==> src/iram_pkg.sv <==
// Constants and types of the remote address remap block
// Operation
// Bridge address in bits 7:1; bridge alias traffic is rewritten to it.
// After lock, the forward channel identifier loads the bridge address.
// Bit 0 set holds auto-loading off; bit 0 clear allows it.
// Software writing the bridge address also sets the hold bit; the code loads bit 0 from the written data.
// Zero bridge address or zero bridge alias blocks the bridge alias.
// Bridge alias traffic is accepted and remapped; alias resets to 0x00.
// Target 0 address in bits 7:1, reset 0x00; alias 0 traffic goes to it.
// Target 1 address in bits 7:1, reset 0x00; alias 1 traffic goes to it.
// A zero target 0 address disables access through alias 0.
// A zero target 1 address disables access through alias 1.
// Configuration bit 3 enables forwarding when 1, disables it when 0.
// With auto acknowledge on, remote writes are acknowledged at once.
// Start bytes match every nonzero alias; the direction bit is kept.
package iram_pkg;

    localparam logic [7:0] GEN_CONFIG_OFFSET     = 8'h03;
    localparam logic [7:0] REMOTE_BRIDGE_OFFSET  = 8'h06;
    localparam logic [7:0] BRIDGE_ALIAS_OFFSET   = 8'h07;
    localparam logic [7:0] TARGET0_OFFSET        = 8'h08;
    localparam logic [7:0] TARGET1_OFFSET        = 8'h09;
    localparam logic [7:0] TARGET0_ALIAS_OFFSET  = 8'h10;
    localparam logic [7:0] TARGET1_ALIAS_OFFSET  = 8'h11;
    localparam logic [7:0] STATUS_OFFSET         = 8'h12;

    localparam logic [7:0] GEN_CONFIG_RESET      = 8'hE9;
    localparam logic [7:0] REMOTE_BRIDGE_RESET   = 8'h00;
    localparam logic [7:0] BRIDGE_ALIAS_RESET    = 8'h00;
    localparam logic [7:0] TARGET_RESET          = 8'h00;
    localparam logic [7:0] TARGET_ALIAS_RESET    = 8'h00;

    localparam int unsigned PASS_THROUGH_BIT     = 3;
    localparam int unsigned AUTO_ACK_BIT         = 2;
    localparam int unsigned HOLD_AUTO_ID_BIT     = 0;
    localparam int unsigned ADDR_MSB             = 7;
    localparam int unsigned ADDR_LSB             = 1;

    localparam int unsigned ENTRY_COUNT          = 3;
    localparam logic [1:0]  ENTRY_BRIDGE         = 2'h0;
    localparam logic [1:0]  ENTRY_TARGET0        = 2'h1;
    localparam logic [1:0]  ENTRY_TARGET1        = 2'h2;
    localparam logic [1:0]  ENTRY_NONE           = 2'h3;

    localparam logic [3:0]  BYTE_BITS            = 4'h8;
    localparam int unsigned SYNC_WIDTH           = 4;

    typedef enum logic [1:0] {
        IRAM_IDLE = 2'b00,
        IRAM_ADDR = 2'b01,
        IRAM_ACK  = 2'b10,
        IRAM_BUSY = 2'b11
    } iram_state_type;

endpackage

==> src/iram_sync.sv <==
// Two-stage synchroniser for pin inputs
`timescale 1ns/10ps
module iram_sync #(
    parameter int unsigned WIDTH = 1
) (
    input  wire logic             clock_i,
    input  wire logic             rst_i,
    input  wire logic [WIDTH-1:0] async_i,
    output logic      [WIDTH-1:0] sync_o
);
    logic [WIDTH-1:0] stage1;

    always_ff @(posedge clock_i or posedge rst_i) begin
        if (rst_i) begin
            stage1 <= '0;
            sync_o <= '0;
        end else begin
            stage1 <= async_i;
            sync_o <= stage1;
        end
    end
endmodule

==> src/iram_match.sv <==
// Alias table lookup: finds the remote address for a local start byte
`timescale 1ns/10ps
module iram_match (
    input  wire logic [6:0] addr_i,
    input  wire logic [6:0] bridge_alias_i,
    input  wire logic [6:0] bridge_addr_i,
    input  wire logic [6:0] target0_alias_i,
    input  wire logic [6:0] target0_addr_i,
    input  wire logic [6:0] target1_alias_i,
    input  wire logic [6:0] target1_addr_i,
    output logic            hit_o,
    output logic [1:0]      entry_o,
    output logic [6:0]      remote_o
);
    logic [6:0] alias_tab  [iram_pkg::ENTRY_COUNT];
    logic [6:0] remote_tab [iram_pkg::ENTRY_COUNT];
    logic [iram_pkg::ENTRY_COUNT-1:0] entry_hit;

    assign alias_tab[0]  = bridge_alias_i;
    assign remote_tab[0] = bridge_addr_i;
    assign alias_tab[1]  = target0_alias_i;
    assign remote_tab[1] = target0_addr_i;
    assign alias_tab[2]  = target1_alias_i;
    assign remote_tab[2] = target1_addr_i;

    // Zero alias or zero remote address disables the entry
    for (genvar e = 0; e < iram_pkg::ENTRY_COUNT; e++) begin : g_entry
        assign entry_hit[e] = (alias_tab[e] != 7'h00)
                            && (remote_tab[e] != 7'h00)
                            && (alias_tab[e] == addr_i);
    end

    // Lowest entry wins if two aliases are equal
    always_comb begin
        hit_o    = 1'b0;
        entry_o  = iram_pkg::ENTRY_NONE;
        remote_o = 7'h00;
        for (int e = iram_pkg::ENTRY_COUNT - 1; e >= 0; e--) begin
            if (entry_hit[e]) begin
                hit_o    = 1'b1;
                entry_o  = 2'(e);
                remote_o = remote_tab[e];
            end
        end
    end
endmodule

==> src/iram_remap.sv <==
// Remote address remap: registers, local bus watcher, forwarding
`timescale 1ns/10ps
module iram_remap (
    input  wire logic       clock_i,
    input  wire logic       rst_i,
    // Register port
    input  wire logic [7:0] reg_addr_i,
    input  wire logic [7:0] reg_wdata_i,
    input  wire logic       reg_write_i,
    input  wire logic       reg_read_i,
    output logic      [7:0] reg_rdata_o,
    // Local control bus pins
    input  wire logic       scl_i,
    input  wire logic       sda_i,
    output logic            sda_o,
    output logic            sda_oe_o,
    // Forward channel and link status
    input  wire logic       rx_lock_i,
    input  wire logic       fwd_id_valid_i,
    input  wire logic [6:0] fwd_id_i,
    input  wire logic       remote_ack_i,
    // Remapped start byte towards the control channel
    output logic      [7:0] fwd_byte_o,
    output logic            fwd_valid_o,
    output logic      [1:0] fwd_entry_o
);
    // Registers
    logic [7:0] gen_config;
    logic [7:0] remote_bridge_address;
    logic [7:0] bridge_alias_address;
    logic [7:0] remote_target0_address;
    logic [7:0] remote_target1_address;
    logic [7:0] target0_alias;
    logic [7:0] target1_alias;

    // Synchronised pins
    logic [iram_pkg::SYNC_WIDTH-1:0] pins_async;
    logic [iram_pkg::SYNC_WIDTH-1:0] pins_sync;
    logic       scl_s;
    logic       sda_s;
    logic       lock_s;
    logic       scl_d;
    logic       sda_d;

    // Bus watcher
    iram_pkg::iram_state_type state;
    iram_pkg::iram_state_type next_state;
    logic [7:0] shift;
    logic [3:0] bit_count;
    logic       scl_rise;
    logic       scl_fall;
    logic       start_seen;
    logic       stop_seen;
    logic       byte_done;
    logic       hit;
    logic [1:0] entry;
    logic [6:0] remote_addr;
    logic       accept;
    logic       local_ack;
    logic       give_ack;
    logic       pass_through;
    logic       auto_ack;
    logic       hold_auto_id;
    logic       auto_load;

    assign pass_through = gen_config[iram_pkg::PASS_THROUGH_BIT];
    assign auto_ack     = gen_config[iram_pkg::AUTO_ACK_BIT];
    assign hold_auto_id = remote_bridge_address[iram_pkg::HOLD_AUTO_ID_BIT];

    // Bus pins enter inverted so the synchroniser resets to idle high
    assign pins_async = {~scl_i, ~sda_i, rx_lock_i, 1'b0};

    iram_sync #(
        .WIDTH (iram_pkg::SYNC_WIDTH)
    ) u_sync (
        .clock_i (clock_i),
        .rst_i   (rst_i),
        .async_i (pins_async),
        .sync_o  (pins_sync)
    );

    assign scl_s  = ~pins_sync[3];
    assign sda_s  = ~pins_sync[2];
    assign lock_s = pins_sync[1];

    // Idle bus level is high on both lines
    always_ff @(posedge clock_i or posedge rst_i) begin
        if (rst_i) begin
            scl_d <= 1'b1;
            sda_d <= 1'b1;
        end else begin
            scl_d <= scl_s;
            sda_d <= sda_s;
        end
    end

    assign scl_rise   = scl_s && !scl_d;
    assign scl_fall   = !scl_s && scl_d;
    assign start_seen = scl_s && scl_d && sda_d && !sda_s;
    assign stop_seen  = scl_s && scl_d && !sda_d && sda_s;
    assign byte_done  = (bit_count == iram_pkg::BYTE_BITS);

    iram_match u_match (
        .addr_i          (shift[7:1]),
        .bridge_alias_i  (bridge_alias_address[7:1]),
        .bridge_addr_i   (remote_bridge_address[7:1]),
        .target0_alias_i (target0_alias[7:1]),
        .target0_addr_i  (remote_target0_address[7:1]),
        .target1_alias_i (target1_alias[7:1]),
        .target1_addr_i  (remote_target1_address[7:1]),
        .hit_o           (hit),
        .entry_o         (entry),
        .remote_o        (remote_addr)
    );

    assign accept    = pass_through && hit;
    // Writes acknowledged locally without waiting for the far end
    assign local_ack = auto_ack && !shift[0];
    assign give_ack  = accept && (local_ack || remote_ack_i);

    // Forward channel identifier load after lock
    assign auto_load = lock_s && fwd_id_valid_i && !hold_auto_id;

    // Register writes
    always_ff @(posedge clock_i or posedge rst_i) begin
        if (rst_i) begin
            gen_config <= iram_pkg::GEN_CONFIG_RESET;
        end else if (reg_write_i
                     && reg_addr_i == iram_pkg::GEN_CONFIG_OFFSET) begin
            gen_config <= reg_wdata_i;
        end
    end

    // Software write wins over a load in the same cycle
    always_ff @(posedge clock_i or posedge rst_i) begin
        if (rst_i) begin
            remote_bridge_address <= iram_pkg::REMOTE_BRIDGE_RESET;
        end else if (reg_write_i
                     && reg_addr_i == iram_pkg::REMOTE_BRIDGE_OFFSET) begin
            remote_bridge_address <= reg_wdata_i;
        end else if (auto_load) begin
            remote_bridge_address[7:1] <= fwd_id_i;
        end
    end

    always_ff @(posedge clock_i or posedge rst_i) begin
        if (rst_i) begin
            bridge_alias_address <= iram_pkg::BRIDGE_ALIAS_RESET;
        end else if (reg_write_i
                     && reg_addr_i == iram_pkg::BRIDGE_ALIAS_OFFSET) begin
            bridge_alias_address <= {reg_wdata_i[7:1], 1'b0};
        end
    end

    always_ff @(posedge clock_i or posedge rst_i) begin
        if (rst_i) begin
            remote_target0_address <= iram_pkg::TARGET_RESET;
            remote_target1_address <= iram_pkg::TARGET_RESET;
        end else if (reg_write_i) begin
            if (reg_addr_i == iram_pkg::TARGET0_OFFSET) begin
                remote_target0_address <= {reg_wdata_i[7:1], 1'b0};
            end
            if (reg_addr_i == iram_pkg::TARGET1_OFFSET) begin
                remote_target1_address <= {reg_wdata_i[7:1], 1'b0};
            end
        end
    end

    always_ff @(posedge clock_i or posedge rst_i) begin
        if (rst_i) begin
            target0_alias <= iram_pkg::TARGET_ALIAS_RESET;
            target1_alias <= iram_pkg::TARGET_ALIAS_RESET;
        end else if (reg_write_i) begin
            if (reg_addr_i == iram_pkg::TARGET0_ALIAS_OFFSET) begin
                target0_alias <= {reg_wdata_i[7:1], 1'b0};
            end
            if (reg_addr_i == iram_pkg::TARGET1_ALIAS_OFFSET) begin
                target1_alias <= {reg_wdata_i[7:1], 1'b0};
            end
        end
    end

    // Register reads, data in the following cycle only
    always_ff @(posedge clock_i or posedge rst_i) begin
        if (rst_i) begin
            reg_rdata_o <= 8'h00;
        end else if (reg_read_i) begin
            unique case (reg_addr_i)
                iram_pkg::GEN_CONFIG_OFFSET:
                    reg_rdata_o <= gen_config;
                iram_pkg::REMOTE_BRIDGE_OFFSET:
                    reg_rdata_o <= remote_bridge_address;
                iram_pkg::BRIDGE_ALIAS_OFFSET:
                    reg_rdata_o <= bridge_alias_address;
                iram_pkg::TARGET0_OFFSET:
                    reg_rdata_o <= remote_target0_address;
                iram_pkg::TARGET1_OFFSET:
                    reg_rdata_o <= remote_target1_address;
                iram_pkg::TARGET0_ALIAS_OFFSET:
                    reg_rdata_o <= target0_alias;
                iram_pkg::TARGET1_ALIAS_OFFSET:
                    reg_rdata_o <= target1_alias;
                iram_pkg::STATUS_OFFSET:
                    reg_rdata_o <= {3'h0, lock_s, state, fwd_entry_o};
                default:
                    reg_rdata_o <= 8'h00;
            endcase
        end else begin
            reg_rdata_o <= 8'h00;
        end
    end

    // Bus watcher state
    always_comb begin
        next_state = state;
        unique case (state)
            iram_pkg::IRAM_IDLE: begin
                if (start_seen) begin
                    next_state = iram_pkg::IRAM_ADDR;
                end
            end
            iram_pkg::IRAM_ADDR: begin
                if (byte_done && scl_fall) begin
                    next_state = give_ack ? iram_pkg::IRAM_ACK
                                          : iram_pkg::IRAM_BUSY;
                end
            end
            iram_pkg::IRAM_ACK: begin
                if (scl_fall) begin
                    next_state = iram_pkg::IRAM_BUSY;
                end
            end
            iram_pkg::IRAM_BUSY: begin
                next_state = iram_pkg::IRAM_BUSY;
            end
        endcase
        if (stop_seen) begin
            next_state = iram_pkg::IRAM_IDLE;
        end else if (start_seen) begin
            next_state = iram_pkg::IRAM_ADDR;
        end
    end

    always_ff @(posedge clock_i or posedge rst_i) begin
        if (rst_i) begin
            state <= iram_pkg::IRAM_IDLE;
        end else begin
            state <= next_state;
        end
    end

    // Start byte shifter, MSB first on rising clock
    always_ff @(posedge clock_i or posedge rst_i) begin
        if (rst_i) begin
            shift     <= 8'h00;
            bit_count <= 4'h0;
        end else if (start_seen) begin
            shift     <= 8'h00;
            bit_count <= 4'h0;
        end else if (state == iram_pkg::IRAM_ADDR && scl_rise
                     && !byte_done) begin
            shift     <= {shift[6:0], sda_s};
            bit_count <= bit_count + 4'h1;
        end
    end

    // Remapped byte towards the control channel, one pulse per accepted match
    always_ff @(posedge clock_i or posedge rst_i) begin
        if (rst_i) begin
            fwd_byte_o  <= 8'h00;
            fwd_valid_o <= 1'b0;
            fwd_entry_o <= iram_pkg::ENTRY_NONE;
        end else begin
            fwd_valid_o <= 1'b0;
            if (state == iram_pkg::IRAM_ADDR && byte_done && scl_fall) begin
                if (accept) begin
                    fwd_byte_o  <= {remote_addr, shift[0]};
                    fwd_valid_o <= 1'b1;
                    fwd_entry_o <= entry;
                end else begin
                    fwd_entry_o <= iram_pkg::ENTRY_NONE;
                end
            end
        end
    end

    // Acknowledge drive on the ninth clock
    always_ff @(posedge clock_i or posedge rst_i) begin
        if (rst_i) begin
            sda_o    <= 1'b1;
            sda_oe_o <= 1'b0;
        end else if (state == iram_pkg::IRAM_ADDR && byte_done && scl_fall
                     && give_ack && !stop_seen && !start_seen) begin
            sda_o    <= 1'b0;
            sda_oe_o <= 1'b1;
        end else if (state != iram_pkg::IRAM_ACK || scl_fall) begin
            sda_o    <= 1'b1;
            sda_oe_o <= 1'b0;
        end
    end
endmodule

==> config.mk <==
export PLATFORM = sky130hd
export DESIGN_NAME = iram_remap
export DESIGN_NICKNAME = d
export VERILOG_FILES = /design/src/iram_pkg.sv /design/src/iram_sync.sv /design/src/iram_match.sv /design/src/iram_remap.sv
export SDC_FILE = /design/constraint.sdc
export NUM_CORES = 1
export LEC_CHECK = 0
export BUFFER_PORTS_ARGS = -buffer_cell sky130_fd_sc_hd__buf_2
export CAP_MARGIN = 20
export CORE_ASPECT_RATIO = 2
export CORE_MARGIN = 10
export CORE_UTILIZATION = 60
export CTS_CLUSTER_SIZE = 25
export DETAILED_ROUTE_END_ITERATION = 10
export PLACE_DENSITY = 0.9
export SLEW_MARGIN = 20
export SYNTH_ARGS = -nofsm -noshare
export SYNTH_HDL_FRONTEND = slang
export SYNTH_HIERARCHICAL = 1
export SYNTH_SLANG_ARGS = --single-unit
==> constraint.sdc <==
create_clock -name clock_i -period 5.9 [get_ports clock_i]
set_clock_uncertainty 0.15 [all_clocks]
set_input_delay 0.295 -clock clock_i [delete_from_list [all_inputs] [get_ports clock_i]]
set_output_delay 0.295 -clock clock_i [all_outputs]
set_load 0.005 [all_outputs]
==> impl_metrics.ini, run 1 <==
[synth]
synthCells = 421
synthesis.area_per_instance_um2 = 11.5
mappedNetlistNets = 455
synth_area_um2 = 4840
synthesis.yosys.warnings = 6

[placement]
place.gp.congestion = 0.997
dp_hpwl_mm = 10.7
port_buffers = 52

[setup_path]
cell_chain_of_the_critical_path = xor2_1, nor3_1, nand2_2, nand3_1, nand3_1, inv_2, a21oi_1, a311o_1
critPathSlowestCell = nor3_1
timing.critical_path.to_type = flip-flop
worst_ep_arrival_time_ns = 3.18
cp_data_required_time_ns = 5.98
max_incr_delay_on_cp_ns = 0.83
setup.worst_path.class = reg -> reg
critPathMostFrequentCell = nand3_1
crit_path_max_fanout = 10
startpoint_type = flip-flop

[floorplanning]
core-area_um2 = 7890
floorplan.die.width_um = 83.5
floorplan.rows = 46
io_pins = 53
die-height_um = 147
floorplan.initialDensity_pct = 61.4
overall_die_area_um2 = 12300

[clock_tree]
root_buffer_cell = clkbuf_16
cts-htree-levels = 3
clock_insertion_delay_worst_skew_ns = 0.35
worst_case_clock_buffer_depth = 2
cts_tree = done
clock_sink_count = 94
clock_buffer_count_from_cts = 9
clk_pin_slew_worst_paths_ns = 0.06
ctsResizeCount = 0

[outcome]
outcome = completed

[flow_run]
timing.max_cap.violations = 0

[sta]
maxSlewViolCount = 0
fin_setup_tns_ns = 0
setup_viol = 0
layout_min_cycle_time_ns = 3.10
final_min_period_over_clock_period_pct = 52.6
relSlewSlack_pct = 32.3
fmax_mhz = 322
final-hold-violation-count = 0
fin_worst_hold_slack_ns = 0.0624
worst-slew-pin-transition_ns = 1.01
grt_setup_unrepaired = no

[power]
p_leak_nw = 2.54
peakVddDrop_v = 0.000264
p_per_area_nw_per_um2 = 335

[routing]
drt-vias-per-instance = 6.71
drc = 0
route.antenna.remaining_nets = 0
detailed_routing_iterations_pass_1 = 5
drt_wl_total_mm = 14.1
route.vias.total = 3851
drtIter0Drc = 586
wl_per_cell_um = 24.6

[grt]
total_congestion_overflow = 0
grt_max_degree = 89
grt_antenna_before_repair = 0
grt_first_pass_wirelength_mm = 21.9
first_global_vias = 4070
grt_use_total_pct = 22.6

[final_layout]
fill_cells = 576
post_route_cells_drive_above_1_share_pct = 31.2
layout.area.seq_um2 = 2360
final_net_count = 507
diodes = 0
area_delta_synth_final_pct = 13.3
multi_input_comb_area_um2 = 2340

[worst_hold_path]
min-delay-path-class = in -> reg
==> cell type report <==
type,count,area share [%]
Multi-Input combinational cell,295,42.7
Clock inverter,5,0.639
Timing Repair Buffer,59,5.95
Clock buffer,11,4.42
Tap cell,96,2.19
Sequential cell,94,43.1
Inverter,14,0.981
==> state kept, by name (all words and copies together) (netlist names), 4 cells and up <==
signal,count
remote_target1_address,7
bridge_alias_address,7
remote_bridge_address,8
target1_alias,7
remote_target0_address,7
shift,8
fwd_byte_o,8
gen_config,8
reg_rdata_o,8
bit_count,4
target0_alias,7
==> layer usage <==
| layer | up-vias | part of all wire, % | global-route usage (%) |
|---|---|---|---|
| met1 | 1872 | 33 | 21.4 |
| met3 | 87 | 5.1 | 3.71 |
| met4 | 0 | 8.2 | 17.7 |
| li1 | 1694 | - | - |
| met5 | - | 0 | 0 |
| met2 | 198 | 54 | 41.5 |
==> power breakdown <==
part	switching, mW	internal [mW]
logic	0.300	0.198
registers	0.0917	0.707
clock network	0.243	0.296
==> placed cells by master, fill, tap and decap left out, drive strengths merged, types with 10 or more instances in the layout <==
cell type  instances
nand2             16
a22oi             10
clkbuf            11
dfrtp             84
nor2              14
a21oi             28
dfstp             10
buf               55
mux2              54
mux2i             15
nor4b             10
xnor2             17
nand3             17
inv               13
==> worst max-delay path, delay by kind of cell, from the launching register on <==
kind,cells,cell delay (ns)
and+or+nand+nor,4,1.47
AOI/OAI and AO/OA,2,0.43
buffers and inverters,1,0.24
DFF,1,0.49
xor gates and xnor gates,1,0.20
==> through the flow <==
stage	setup slack [ns]	util, %	instance area, µm²	power (mW)	cells
floorplan	3.19	-	4840	1.14	421
global placement	2.95	65.5	5160	1.28	554
detailed placement	2.91	65.5	5160	1.29	554
CTS	2.89	69.5	5480	1.82	574
global route	2.60	69.6	5490	1.90	574
finish	2.80	69.6	5490	1.84	574
==> repair_timing <==
action / 4_1_cts / 5_1_grt
buffers inserted: 0 / 0
hold buffers: 4 / 0
endpoints found under the hold margin: 9 / 0
==> final timing paths <==
kind / startpoint / to / slack [ns] / cells after the start
worst max-delay path: shift[2]$_DFFE_PP0P_ / state[0]$_DFFE_PP0P_ / 2.80 / 8
worst max register to register: shift[2]$_DFFE_PP0P_ / state[0]$_DFFE_PP0P_ / 2.80 / 8
max in group asynchronous: rst_i / reg_rdata_o[0]$_DFF_PP0_ / 4.46 / 4
min in group asynchronous: rst_i / u_sync/sync_o[3]$_DFF_PP0_ / 0.30 / 3
worst min register to register: u_sync/stage1[1]$_DFF_PP0_ / u_sync/sync_o[1]$_DFF_PP0_ / 0.20 / 0
worst min-delay path: reg_wdata_i[0] / gen_config[0]$_DFFE_PP1P_ / 0.06 / 2
(Power assumes the default switching activity.)
==> inputs of run 2 (changes only) <==
- CORE_UTILIZATION: 60 -> 59
- PLACE_DENSITY: 0.9 -> 0.89
- clock period: 5.9 -> 3.1 ns (I/O delays scaled with it)
==> run 2 against run 1 <==
Against the previous run: sequential share of layout area fell by 1.6 points; global-route usage rose by 0.56 points; combinational power rose by 110%; final cell count rose by 3.7%; fmax rose by 14%; flip-flop and latch count did not move; register-to-register slack got worse by 2.4 ns; utilization rose by 1.7 points; sequential power rose by 89%; critical endpoint unchanged.
==> impl_metrics.ini, run 2 (synthesized netlist as in run 1, its figures left out) <==
[final_layout]
layout.area.seq_um2 = 2360
final_net_count = 527
post_layout_nonfiller_instances = 595
fill_cells = 573
postLayoutCellArea_um2 = 5700
layout.cells.most_common = dfrtp_1
post_route_cells_drive_above_1_share_pct = 32.5
area_delta_synth_final_pct = 17.7
post-route-util_pct = 71.2
multi_input_comb_area_um2 = 2340
final_cell_mix = dfrtp_1 (84), mux2_2 (54), buf_2 (52)

[setup_path]
setup.worst_path.class = reg -> reg
cell_chain_of_the_critical_path = xnor2_1, nand3_1, or2_2, or2_2, nand3_1, nand3_1, inv_2, a21oi_1, a311o_1
timing.critical_path.to_type = flip-flop
max_incr_delay_on_cp_ns = 0.45
worst_ep_arrival_time_ns = 2.81
crit_path_max_fanout = 10
startpoint_type = flip-flop
critPathSlowestCell = dfrtp_1
cp_data_required_time_ns = 3.18
worst-r2r-cell-count = 9
critPathMostFrequentCell = nand3_1

[sta]
final_min_period_over_clock_period_pct = 87.9
grt_setup_unrepaired = no
fin_ws_ns = 0.374
layout_min_cycle_time_ns = 2.73
final-hold-violation-count = 0
worst-slew-pin-transition_ns = 0.708
setup_viol = 0
fmax_mhz = 367
fin_setup_tns_ns = 0
relSlewSlack_pct = 52.6
fin_worst_hold_slack_ns = 0.0280
maxSlewViolCount = 0

[placement]
place.gp.congestion = 0.970
dpl_cell_area_um2 = 5260
port_buffers = 52
detailedPlace.worstSlack_ns = 0.429
dpl.cell_count = 567
dp_hpwl_mm = 10.8

[grt]
total_congestion_overflow = 0
grt_antenna_before_repair = 1
grt_use_total_pct = 23.1
grt_first_pass_wirelength_mm = 22.5
grtUsageMet3_pct = 4.32
global_route.usage.met2_pct = 43.2
grt_max_degree = 39
grt_peak_use_layer = met2
first_global_vias = 4126
grtUsageMet1_pct = 21.6

[clock_tree]
root_buffer_cell = clkbuf_16
clock_buffer_count_from_cts = 9
worst_case_clock_buffer_depth = 2
clock_insertion_delay_worst_skew_ns = 0.35
cts-htree-levels = 3
clock_sink_count = 94
clk_pin_slew_worst_paths_ns = 0.06
cts_tree = done

[routing]
drt-vias-per-instance = 6.69
route.antenna.remaining_nets = 0
drt_wl_total_mm = 14.6
drc = 0
wl_per_cell_um = 24.5
detailed_routing_iterations_pass_1 = 5
drtIter0Drc = 417
route.vias.total = 3978

[floorplanning]
floorplan.initialDensity_pct = 60.5
floorplan.die.width_um = 84.1
core-area_um2 = 8000
overall_die_area_um2 = 12500
floorplan.rows = 46
die-height_um = 148
io_pins = 53

[outcome]
outcome = completed

[power]
totalPowerFinal_mw = 3.77
p_leak_nw = 2.66
p_per_area_nw_per_um2 = 662
peakVddDrop_v = 0.000563

[flow_run]
timing.max_cap.violations = 0

[worst_hold_path]
min-delay-path-class = in -> reg
worstHoldPathCells = 3
[run 2: cell types whose count changed in the layout (fill, tap and decap cells not counted), sizes merged]
cell         change
buf             +13
dlygate4sd3      +7
clkinvlp         -3
bufinv           +2
diode            +1
inv              +1
[run 2: metal layers]
| layer | vias up | wire, µm | share of wire, % |
|---|---|---|---|
| met4 | 0 | 922 | 6.3 |
| met5 | - | 0 | 0 |
| li1 | 1732 | - | - |
| met1 | 1986 | 4870 | 33 |
| met3 | 63 | 785 | 5.4 |
| met2 | 197 | 8000 | 55 |
[run 2: report_power, final]
| part | leakage [nW] | internal, mW | total (mW) | switching [mW] |
|---|---|---|---|---|
| clock | 0.156 | 0.730 | 1.20 | 0.466 |
| sequential | 1.23 | 1.35 | 1.51 | 0.168 |
| combinational | 1.28 | 0.457 | 1.06 | 0.608 |
[run 2: what timing repair did]
item | in CTS | in global routing
hold endpoints to repair | 50 | 0
resized for setup | 0 | 0
endpoints found under the setup margin | 0 | 0
hold buffers | 11 | 0
buffers inserted | 0 | 0
[run 2: worst max-delay path: cells and delay by family (launching register included)]
kind                   cells  cell delay, ns
AO/OA/AOI/OAI              2            0.41
flip-flops                 1            0.45
buffers and inverters      1            0.24
XOR/XNOR                   1            0.24
AND/OR/NAND/NOR            5            1.11
[run 2: layout make-up]
| type | instances | area share (%) |
|---|---|---|
| Clock inverter | 5 | 1.43 |
| Timing Repair Buffer | 79 | 8.61 |
| Antenna cell | 1 | 0.0439 |
| Tap cell | 96 | 2.11 |
| Inverter | 14 | 0.944 |
| Clock buffer | 11 | 4.26 |
| Sequential cell | 94 | 41.5 |
| Multi-Input combinational cell | 295 | 41.1 |
[run 2: path summary, 6_finish.rpt]
check,slack [ns],to,from
hold / removal,0.03,remote_bridge_address[2]$_DFFE_PP0P_,reg_wdata_i[2]
min in group asynchronous,0.12,u_sync/stage1[1]$_DFF_PP0_,rst_i
setup reg to reg,0.37,state[0]$_DFFE_PP0P_,shift[6]$_DFFE_PP0P_
max in group asynchronous,1.69,gen_config[0]$_DFFE_PP1P_,rst_i
setup / recovery,0.37,state[0]$_DFFE_PP0P_,shift[6]$_DFFE_PP0P_
hold reg to reg,0.21,u_sync/sync_o[3]$_DFF_PP0_,u_sync/stage1[3]$_DFF_PP0_
